<file path="config.mk">
export PLATFORM = sky130hd
export DESIGN_NAME = aics_top
export DESIGN_NICKNAME = d
export VERILOG_FILES = /design/src/design/aics_top.v /design/src/design/aics_fifo.v /design/src/design/aics_scale.v
export VERILOG_INCLUDE_DIRS = /design/src /design/src/design
export SDC_FILE = /design/constraint.sdc
export NUM_CORES = 1
export LEC_CHECK = 0
export ABC_AREA = 1
export BUFFER_PORTS_ARGS = -buffer_cell sky130_fd_sc_hd__buf_4
export CORE_UTILIZATION = 32
export CTS_CLUSTER_DIAMETER = 150
export DETAILED_ROUTE_END_ITERATION = 8
export PLACE_DENSITY = 0.43
export SLEW_MARGIN = 5
export SYNTH_ARGS = -nofsm -noshare
export SYNTH_HDL_FRONTEND = slang
export SYNTH_SLANG_ARGS = --single-unit
</file>
<file path="constraint.sdc">
create_clock -name ref_clk -period 11.3 [get_ports ref_clk]
set_input_delay 0.565 -clock ref_clk [delete_from_list [all_inputs] [get_ports ref_clk]]
set_output_delay 0.565 -clock ref_clk [all_outputs]
set_load 0.03 [all_outputs]
</file>
<file path="src/design/aics_defs.vh">
`ifndef AICS_DEFS_VH
`define AICS_DEFS_VH

// ***********************************
// channels and process image
// ***********************************
`define AICS_NCH        4
`define AICS_CHW        2
`define AICS_PI_BYTES   8
`define AICS_PI_AW      3
`define AICS_PRM_AW     5
`define AICS_PRM_FN0    5'h02
`define AICS_PRM_FN3    5'h05
`define AICS_RAW_W      16

// ***********************************
// function codes
// ***********************************
`define AICS_FN_KEEP    8'h00
`define AICS_FN_OFF     8'hff
`define AICS_FN_DEFAULT 8'h28
`define AICS_FN_N10V    8'h28
`define AICS_FN_N4V     8'h29
`define AICS_FN_N400MV  8'h2a
`define AICS_FN_N20MA   8'h2c
`define AICS_FN_N420MA  8'h2d
`define AICS_FN_D10V    8'h58
`define AICS_FN_D4V     8'h59
`define AICS_FN_D400MV  8'h5a
`define AICS_FN_D20MA   8'h5c
`define AICS_FN_D420MA  8'h5d

// ***********************************
// raw scale: 16384 counts = rated full scale
// ***********************************
`define AICS_RAW_SHIFT  14
`define AICS_RAW_4MA    16'h0ccd
`define AICS_RAW_20MA   16'h4000

// ***********************************
// gains, offsets, limits
// ***********************************
`define AICS_G_NAT      17'h06c00
`define AICS_G_NAT420   17'h08700
`define AICS_G_D10      17'h02710
`define AICS_G_D4       17'h00fa0
`define AICS_G_D20      17'h04e20
`define AICS_OFS_ZERO   16'h0000
`define AICS_OFS_NAT420 16'he500
`define AICS_OFS_D420   16'hf060
`define AICS_P27648     16'h6c00
`define AICS_M27648     16'h9400
`define AICS_P32511     16'h7eff
`define AICS_M32512     16'h8100
`define AICS_M4864      16'hed00
`define AICS_P10000     16'h2710
`define AICS_M10000     16'hd8f0
`define AICS_P4950      16'h1356
`define AICS_M4950      16'hecaa
`define AICS_P25000     16'h61a8
`define AICS_M25000     16'h9e58
`define AICS_P20000     16'h4e20
`define AICS_M3200      16'hf380

// ***********************************
// timing
// ***********************************
`define AICS_CLK_MHZ    20
`define AICS_CYCLE_NS   800000
`define AICS_CYCLE_CLKS (`AICS_CYCLE_NS * `AICS_CLK_MHZ / 1000)
`define AICS_FIFO_DEPTH 4

`endif

</file>
<file path="src/design/aics_top.v">
`timescale 1ns/1ps
`default_nettype none
`include "aics_defs.vh"

module aics_top #(
    parameter NCH        = `AICS_NCH,
    parameter CYCLE_CLKS = `AICS_CYCLE_CLKS,
    parameter FIFO_DEPTH = `AICS_FIFO_DEPTH
) (
    // clock and reset
    input  wire        ref_clk,
    input  wire        rstn,
    // parameter writes from the bus master
    input  wire        prm_wr,
    input  wire [4:0]  prm_addr,
    input  wire [7:0]  prm_data,
    // process image reads
    input  wire        pi_rd,
    input  wire [2:0]  pi_addr,
    output reg  [7:0]  pi_rdata_r,
    output reg         pi_rvalid_r,
    // converter samples
    input  wire        cnv_valid,
    output wire        cnv_ready,
    input  wire [1:0]  cnv_chan,
    input  wire [15:0] cnv_data,
    // conversion cycle control
    output reg         cnv_start_r,
    output reg  [3:0]  chan_en_r,
    output reg  [3:0]  cyc_miss_r,
    // channel status
    output reg  [3:0]  channel_fault_indicator,
    output reg  [3:0]  prm_err_r,
    output reg  [3:0]  over_r,
    output reg  [3:0]  under_r
);

    // ***********************************
    // helpers
    // ***********************************

    function known;
        input [7:0] c;
        begin
            case (c)
            `AICS_FN_N10V,
            `AICS_FN_N4V,
            `AICS_FN_N400MV,
            `AICS_FN_N20MA,
            `AICS_FN_N420MA,
            `AICS_FN_D10V,
            `AICS_FN_D4V,
            `AICS_FN_D400MV,
            `AICS_FN_D20MA,
            `AICS_FN_D420MA:
                known = 1'b1;
            default:
                known = 1'b0;
            endcase
        end
    endfunction

    // ***********************************
    // declarations
    // ***********************************

    reg  [7:0]  code_r [0:NCH-1];
    reg  [15:0] img_r  [0:NCH-1];
    reg  [3:0]  upd_r;
    reg  [3:0]  active;
    reg  [3:0]  bad;
    reg  [15:0] cyc_cnt_r;
    wire        cyc_end;
    wire [17:0] fifo_out;
    wire        fifo_vld;
    wire        drain_rdy;
    wire        take;
    wire [1:0]  s_chan;
    wire [15:0] s_raw;
    wire [15:0] s_value;
    wire        s_over;
    wire        s_under;
    wire        s_fault;
    wire        s_ok;
    wire [4:0]  fn_idx;
    wire        img_wr;
    integer     i;
    integer     ci;
    integer     ri;
    integer     fi;

    // ***********************************
    // channel state from stored codes
    // ***********************************

    always @* begin
        active = 4'h0;
        bad    = 4'h0;
        for (ci = 0; ci < NCH; ci = ci + 1) begin
            active[ci] = known(code_r[ci]);
            bad[ci]    = ~known(code_r[ci]) &
                         (code_r[ci] != `AICS_FN_OFF);
        end
    end

    // ***********************************
    // parameter bytes
    // ***********************************

    assign fn_idx = prm_addr - `AICS_PRM_FN0;

    // codes live here; a zero code leaves the stored value alone
    always @(posedge ref_clk) begin
        if (!rstn) begin
            for (i = 0; i < NCH; i = i + 1)
                code_r[i] <= `AICS_FN_DEFAULT;
        end else if (prm_wr && prm_addr >= `AICS_PRM_FN0 &&
                     prm_addr <= `AICS_PRM_FN3 &&
                     prm_data != `AICS_FN_KEEP) begin
            code_r[fn_idx[1:0]] <= prm_data;
        end
    end

    always @(posedge ref_clk) begin
        if (!rstn) begin
            chan_en_r <= 4'h0;
            prm_err_r <= 4'h0;
        end else begin
            chan_en_r <= active;
            prm_err_r <= bad;
        end
    end

    // ***********************************
    // conversion cycle timer
    // ***********************************

    // 16-bit count: CYCLE_CLKS may not exceed 65536
    assign cyc_end = (cyc_cnt_r == CYCLE_CLKS - 1);

    always @(posedge ref_clk) begin
        if (!rstn) begin
            cyc_cnt_r   <= 16'h0000;
            cnv_start_r <= 1'b0;
        end else begin
            cnv_start_r <= cyc_end;
            if (cyc_end)
                cyc_cnt_r <= 16'h0000;
            else
                cyc_cnt_r <= cyc_cnt_r + 16'h0001;
        end
    end

    // ***********************************
    // sample buffer
    // ***********************************

    // drain pauses on a parameter write so a code never changes
    // under a sample being scaled; the fifo absorbs the gap
    assign drain_rdy = ~prm_wr;
    assign take      = fifo_vld & drain_rdy;
    assign s_chan    = fifo_out[17:16];
    assign s_raw     = fifo_out[15:0];
    // samples of idle or bad-code channels are dropped, not stored
    assign img_wr    = take & s_ok;

    aics_fifo #(
        .WIDTH (18),
        .DEPTH (FIFO_DEPTH),
        .AW    (2)
    ) u_fifo (
        .ref_clk   (ref_clk),
        .rstn      (rstn),
        .in_vld    (cnv_valid),
        .in_rdy_r  (cnv_ready),
        .in_data   ({cnv_chan, cnv_data}),
        .out_vld_r (fifo_vld),
        .out_rdy   (drain_rdy),
        .out_data  (fifo_out)
    );

    // ***********************************
    // scaling
    // ***********************************

    aics_scale u_scale (
        .raw     (s_raw),
        .code    (code_r[s_chan]),
        .value   (s_value),
        .over    (s_over),
        .under   (s_under),
        .fault   (s_fault),
        .code_ok (s_ok)
    );

    // ***********************************
    // image words
    // ***********************************

    always @(posedge ref_clk) begin
        if (!rstn) begin
            for (ri = 0; ri < NCH; ri = ri + 1)
                img_r[ri] <= 16'h0000;
        end else begin
            // scaling covers codes 28h..2dh and 58h..5dh, less 2bh and 5bh
            if (img_wr)
                img_r[s_chan] <= s_value;
            // an idle channel shows nothing, not a stale reading
            for (ri = 0; ri < NCH; ri = ri + 1) begin
                if (!active[ri])
                    img_r[ri] <= 16'h0000;
            end
        end
    end

    // ***********************************
    // channel flags
    // ***********************************

    // per-sample levels: the next sample decides; an idle or bad-code channel clears them
    always @(posedge ref_clk) begin
        if (!rstn) begin
            channel_fault_indicator <= 4'h0;
            over_r  <= 4'h0;
            under_r <= 4'h0;
        end else begin
            if (img_wr) begin
                over_r[s_chan]  <= s_over;
                under_r[s_chan] <= s_under;
                channel_fault_indicator[s_chan] <= s_fault;
            end
            for (fi = 0; fi < NCH; fi = fi + 1) begin
                if (!active[fi]) begin
                    over_r[fi]  <= 1'b0;
                    under_r[fi] <= 1'b0;
                    channel_fault_indicator[fi] <= 1'b0;
                end
            end
        end
    end

    // ***********************************
    // refresh supervision
    // ***********************************

    // a sample landing on the closing edge counts for the next cycle
    always @(posedge ref_clk) begin
        if (!rstn) begin
            upd_r      <= 4'h0;
            cyc_miss_r <= 4'h0;
        end else if (cyc_end) begin
            cyc_miss_r <= active & ~upd_r;
            upd_r      <= 4'h0;
            if (take && s_ok)
                upd_r[s_chan] <= 1'b1;
        end else if (take && s_ok) begin
            upd_r[s_chan] <= 1'b1;
        end
    end

    // ***********************************
    // process image read port
    // ***********************************

    // even address is the high byte carrying the sign bit
    always @(posedge ref_clk) begin
        if (!rstn) begin
            pi_rdata_r  <= 8'h00;
            pi_rvalid_r <= 1'b0;
        end else begin
            pi_rvalid_r <= pi_rd;
            if (pi_rd) begin
                if (pi_addr[0])
                    pi_rdata_r <= img_r[pi_addr[2:1]][7:0];
                else
                    pi_rdata_r <= img_r[pi_addr[2:1]][15:8];
            end
        end
    end

endmodule

`default_nettype wire

</file>
<file path="src/design/aics_fifo.v">
`timescale 1ns/1ps
`default_nettype none

module aics_fifo #(
    parameter WIDTH = 18,
    parameter DEPTH = 4,
    parameter AW    = 2
) (
    // clock and reset
    input  wire             ref_clk,
    input  wire             rstn,
    // fill side
    input  wire             in_vld,
    output reg              in_rdy_r,
    input  wire [WIDTH-1:0] in_data,
    // drain side
    output reg              out_vld_r,
    input  wire             out_rdy,
    output wire [WIDTH-1:0] out_data
);

    reg [WIDTH-1:0] mem [0:DEPTH-1];
    reg [AW-1:0]    wp_r;
    reg [AW-1:0]    rp_r;
    reg [AW:0]      cnt_r;
    reg [AW:0]      cnt_nxt;
    wire            push;
    wire            pop;

    assign push     = in_vld & in_rdy_r;
    assign pop      = out_vld_r & out_rdy;
    assign out_data = mem[rp_r];

    always @* begin
        cnt_nxt = cnt_r;
        if (push & ~pop)
            cnt_nxt = cnt_r + 1'b1;
        else if (pop & ~push)
            cnt_nxt = cnt_r - 1'b1;
    end

    // flags are registered so the ready seen outside is a flop
    always @(posedge ref_clk) begin
        if (!rstn) begin
            wp_r      <= {AW{1'b0}};
            rp_r      <= {AW{1'b0}};
            cnt_r     <= {(AW+1){1'b0}};
            in_rdy_r  <= 1'b0;
            out_vld_r <= 1'b0;
        end else begin
            if (push) begin
                mem[wp_r] <= in_data;
                wp_r      <= (wp_r == DEPTH - 1) ? {AW{1'b0}} : wp_r + 1'b1;
            end
            if (pop)
                rp_r <= (rp_r == DEPTH - 1) ? {AW{1'b0}} : rp_r + 1'b1;
            cnt_r     <= cnt_nxt;
            in_rdy_r  <= (cnt_nxt != DEPTH);
            out_vld_r <= (cnt_nxt != {(AW+1){1'b0}});
        end
    end

endmodule

`default_nettype wire

</file>
<file path="src/design/aics_scale.v">
`timescale 1ns/1ps
`default_nettype none
`include "aics_defs.vh"

module aics_scale (
    // sample in
    input  wire [15:0] raw,
    input  wire [7:0]  code,
    // result out
    output reg  [15:0] value,
    output reg         over,
    output reg         under,
    output reg         fault,
    output reg         code_ok
);

    // {ok, current, gain, offset, hi, lo}
    function [66:0] dec;
        input [7:0] c;
        begin
            case (c)
            `AICS_FN_N10V:   dec = {2'b10, `AICS_G_NAT, `AICS_OFS_ZERO,
                                    `AICS_P27648, `AICS_M27648};
            `AICS_FN_N4V,
            `AICS_FN_N400MV: dec = {2'b10, `AICS_G_NAT, `AICS_OFS_ZERO,
                                    `AICS_P32511, `AICS_M32512};
            `AICS_FN_N20MA:  dec = {2'b11, `AICS_G_NAT, `AICS_OFS_ZERO,
                                    `AICS_P32511, `AICS_M32512};
            `AICS_FN_N420MA: dec = {2'b11, `AICS_G_NAT420, `AICS_OFS_NAT420,
                                    `AICS_P32511, `AICS_M4864};
            `AICS_FN_D10V:   dec = {2'b10, `AICS_G_D10, `AICS_OFS_ZERO,
                                    `AICS_P10000, `AICS_M10000};
            `AICS_FN_D4V,
            `AICS_FN_D400MV: dec = {2'b10, `AICS_G_D4, `AICS_OFS_ZERO,
                                    `AICS_P4950, `AICS_M4950};
            `AICS_FN_D20MA:  dec = {2'b11, `AICS_G_D20, `AICS_OFS_ZERO,
                                    `AICS_P25000, `AICS_M25000};
            `AICS_FN_D420MA: dec = {2'b11, `AICS_G_D20, `AICS_OFS_D420,
                                    `AICS_P20000, `AICS_M3200};
            default:         dec = 67'h0;
            endcase
        end
    endfunction

    reg [66:0]        d;
    reg signed [33:0] prod;
    reg signed [19:0] sc;
    reg signed [19:0] hi;
    reg signed [19:0] lo;

    // 20-bit intermediate keeps headroom so saturation sees true sign
    always @* begin
        d       = dec(code);
        code_ok = d[66];
        prod    = $signed(raw) * $signed({1'b0, d[64:48]});
        sc      = prod[33:`AICS_RAW_SHIFT] +
                  {{4{d[47]}}, d[47:32]};
        hi      = {{4{d[31]}}, d[31:16]};
        lo      = {{4{d[15]}}, d[15:0]};
        over    = 1'b0;
        under   = 1'b0;
        if (sc > hi) begin
            value = d[31:16];
            over  = 1'b1;
        end else if (sc < lo) begin
            value = d[15:0];
            under = 1'b1;
        end else begin
            value = sc[15:0];
        end
        fault = d[65] & (($signed(raw) < $signed(`AICS_RAW_4MA)) |
                         ($signed(raw) > $signed(`AICS_RAW_20MA)));
    end

endmodule

`default_nettype wire

</file>
==> key figures <==
Yosys
  – Yosys cell types: 58
  – Sequential fraction of the synthesis area: 34.3%
  – Number of synthesized flops with an enable pin: 168
  – Async SR Flop Fraction: 0%
  – Count of warnings emitted by yosys: 0
  – Synthesized area: 18500 sq um
  – Cell count after synthesis: 2143
  – Post-synth top flop: edfxtp_1
  – #FFs+latches synth: 233
  – Avg Inst Size Synth: 8.63 sq um
  – Syn nets: 2483

Placed design
  – Post-place setup slack: 0.0833 ns
  – Final GP Congestion: 0.877
  – Dpl hpwl: 39400 um
  – # port buffers: 73
  – Placed cells: 2982
  – DP Area: 20200 sq um

Min path
  – Type of the most critical hold path: input pin to flip-flop
  – HP Start: cnv_data[3]

Status
  – Status: finished, final reports clean

Power and ir drop
  – Clock Power Share: 13.2%
  – Internal: 0.00326 W
  – Power Density: 317 nW/um^2
  – Flop pwr share: 14.6%
  – Switching part of the total: 51.7%
  – Logic pwr share: 72.2%
  – Switching power: 0.00349 W
  – Leak pwr: 10.2 nW
  – Worst vdd ir: 0.218 mV

Final layout
  – Most frequent cells in the layout: 400 x inv_1, 310 x nand2_1, 253 x nor2_1
  – Diode count: 0
  – Layout cells sized above 1: 13.9%
  – Most common cell after layout, fill and taps aside: inv_1
  – Number of fill cells: 5750
  – Area grow syn2layout: 15.1%
  – Final instance area: 21300 sq um
  – Nets@finish: 2597
  – Final Non-Filler Cells: 3033

Setup path
  – Worst Path Arrival: 10.99 ns
  – Critical path data required time: 11.57 ns
  – CP max FO: 10
  – Setup CP Type: flip-flop to flip-flop
  – CP endpoint kind: flip-flop
  – Slowest-stage cell, CP: fa_1
  – CP peak stage delay: 0.59 ns
  – Startpoint Class: flip-flop

Clock tree
  – CTS tree: done
  – Htree depth: 1
  – CTS Buf Count: 27
  – CTS clock-pin slew for the worst setup and hold paths: 0.06 ns
  – # hold bufs at CTS: 0
  – Clk buf depth: 3
  – Clock Latency Late Sink: 0.53 ns
  – Clk sinks: 233
  – Clock root cell: clkbuf_16

Drt
  – Routed WL: 50400 um
  – Average vias per placed instance: 4.69
  – Initial DRT Pass Iterations: 5
  – Post-route ant nets: 0
  – WL/cell: 16.6 um
  – Routed via count: 14200
  – DR iter-0 viols: 806
  – DRC: 0

Floorplanning
  – Die ar.: 58800 sq um
  – Core Footprint: 56700 sq um
  – Die height: 242 um
  – Cell row count: 87
  – Initial core utilization: 32.6%
  – Die width: 242 um
  – I/O pins: 74

Flow run
  – # Max-Cap Violations: 0

Global route
  – First-pass GRT wire length: 80200 um
  – Vias in the first global route: 14500
  – Total track usage: 17.2%
  – Grt ovf: 0
  – Initial antenna violation count: 0
  – Largest net degree at the start of global routing: 49

STA
  – Fin crit period: 10.72 ns
  – Hold Fails Final Rpt: 0
  – Tightest Pin Transition: 1.11 ns
  – Setup WS post-layout: 0.578 ns
  – Relative slew slack: 25.3%
  – Fin Hold WS: 0.234 ns
  – Setup violators final: 0
  – Fmax: 93.3 MHz
  – Final period util: 94.9%
  – Fin. max-slew vios: 0
  – Final Skew: 0.0118 ns
-- power by group through the flow --
| stage | sequential, W | clock, W | combinational, W |
|---|---|---|---|
| 3_3_place_gp | 0.00100 | 0 | 0.00473 |
| 4_1_cts | 0.000982 | 0.000916 | 0.00478 |
| 6_report | 0.000982 | 0.000892 | 0.00488 |
| 3_5_place_dp | 0.00100 | 0 | 0.00474 |
| 2_1_floorplan | 0.00100 | 0 | 0.00335 |
| 5_1_grt | 0.000987 | 0.000949 | 0.00556 |
-- logic make-up (layout without fill, tap and decap cells) --
logic type | Yosys count | after routing | share of synthesized area, %
XOR/XNOR | 33 | 33 | 1.56
buffers and inverters | 469 | 603 | 9.97
flip-flops | 233 | 233 | 34.3
multiplexers | 16 | 16 | 0.866
AND/OR/NAND/NOR | 806 | 806 | 19.4
AO/OA/AOI/OAI | 285 | 285 | 8.90
adder cells (fa/ha/maj) | 301 | 301 | 25.0
-- worst max-delay path: cells and delay by family, from the launching register on --
| kind | cells | cell delay (ns) |
|---|---|---|
| AO/OA/AOI/OAI | 9 | 1.47 |
| adder cells (fa/ha/maj) | 9 | 3.96 |
| XOR/XNOR | 1 | 0.14 |
| AND/OR/NAND/NOR | 27 | 2.79 |
| buffers and inverters | 18 | 1.72 |
| flip-flops | 1 | 0.38 |
-- timing repair --
action / 4_1_cts / 5_1_grt
resized for setup: 0 / 55
endpoints found under the setup margin: 0 / 72
buffers inserted: 0 / 2
-- Yosys cell counts (5+ instances only) --
cell | count | area, sq um
a211oi_1 | 7 | 52.6
o211ai_1 | 11 | 82.6
nor2_2 | 11 | 68.8
nand3_1 | 80 | 400
fa_1 | 113 | 2260
o21ai_0 | 94 | 470
nand2_2 | 18 | 113
xor2_1 | 22 | 193
inv_2 | 11 | 41.3
inv_1 | 404 | 1520
buf_6 | 6 | 67.6
nor2_4 | 8 | 90.1
mux2i_1 | 16 | 160
edfxtp_1 | 168 | 5040
nand2_1 | 322 | 1210
nor4_1 | 5 | 31.3
buf_4 | 7 | 52.6
xnor2_1 | 11 | 96.3
clkbuf_1 | 29 | 109
a32oi_1 | 16 | 140
nand4_1 | 19 | 119
a31oi_1 | 6 | 37.5
o21ai_1 | 6 | 30.0
a21oi_1 | 116 | 581
or2_2 | 35 | 219
nor2_1 | 255 | 957
ha_1 | 188 | 2350
dfxtp_1 | 65 | 1300
o21a_1 | 6 | 45.0
nor3_1 | 33 | 165
-- registers in the layout, summed over array words and instances (netlist names), named ones only --
register / flops
u_fifo.mem: 72
img_r: 64
code_r: 32
cyc_cnt_r: 16
pi_rdata_r: 8
chan_en_r: 4
channel_fault_indicator: 4
cyc_miss_r: 4
over_r: 4
prm_err_r: 4
under_r: 4
upd_r: 4
u_fifo.cnt_r: 3
u_fifo.rp_r: 2
u_fifo.wp_r: 2
cnv_start_r: 1
pi_rvalid_r: 1
u_fifo.in_rdy_r: 1
u_fifo.out_vld_r: 1
-- final cells by class --
cell class / instances / area, sq um / share of cell area [%]
Multi-Input combinational cell: 1441 / 10500 / 49.1
Sequential cell: 233 / 6350 / 29.8
Inverter: 420 / 1590 / 7.46
Timing Repair Buffer: 134 / 1030 / 4.82
Tap cell: 756 / 946 / 4.44
Clock buffer: 34 / 732 / 3.44
Clock inverter: 15 / 183 / 0.858
-- through the flow --
step           setup TNS [ns]  total power, W  utilization, %
3_3_place_gp                0         0.00573            35.6
2_1_floorplan               0         0.00436               -
6_report                    0         0.00675            37.5
4_1_cts                     0         0.00668            37.2
5_1_grt                 -1.89         0.00750            37.5
3_5_place_dp                0         0.00574            35.6
-- metal layers --
| layer | share of wire, % | global-route usage [%] |
|---|---|---|
| met4 | 1.8 | 3.48 |
| met3 | 3.7 | 2.05 |
| met5 | 0 | 0 |
| met2 | 46 | 28.9 |
| met1 | 48 | 23.9 |
-- path summary, 6_finish.rpt --
check                                                  end  slack [ns]  cells after the start
worst max-delay path             img_r[2][8]$_SDFFCE_PN0P_        0.58                     64
worst min-delay path            u_fifo.mem[3][3]$_DFFE_PP_        0.23                      1
worst max register to register   img_r[2][8]$_SDFFCE_PN0P_        0.58                     64
worst min register to register     cyc_cnt_r[0]$_SDFF_PP0_        0.45                      1
No activity file was read; power rests on OpenSTA's default activity.
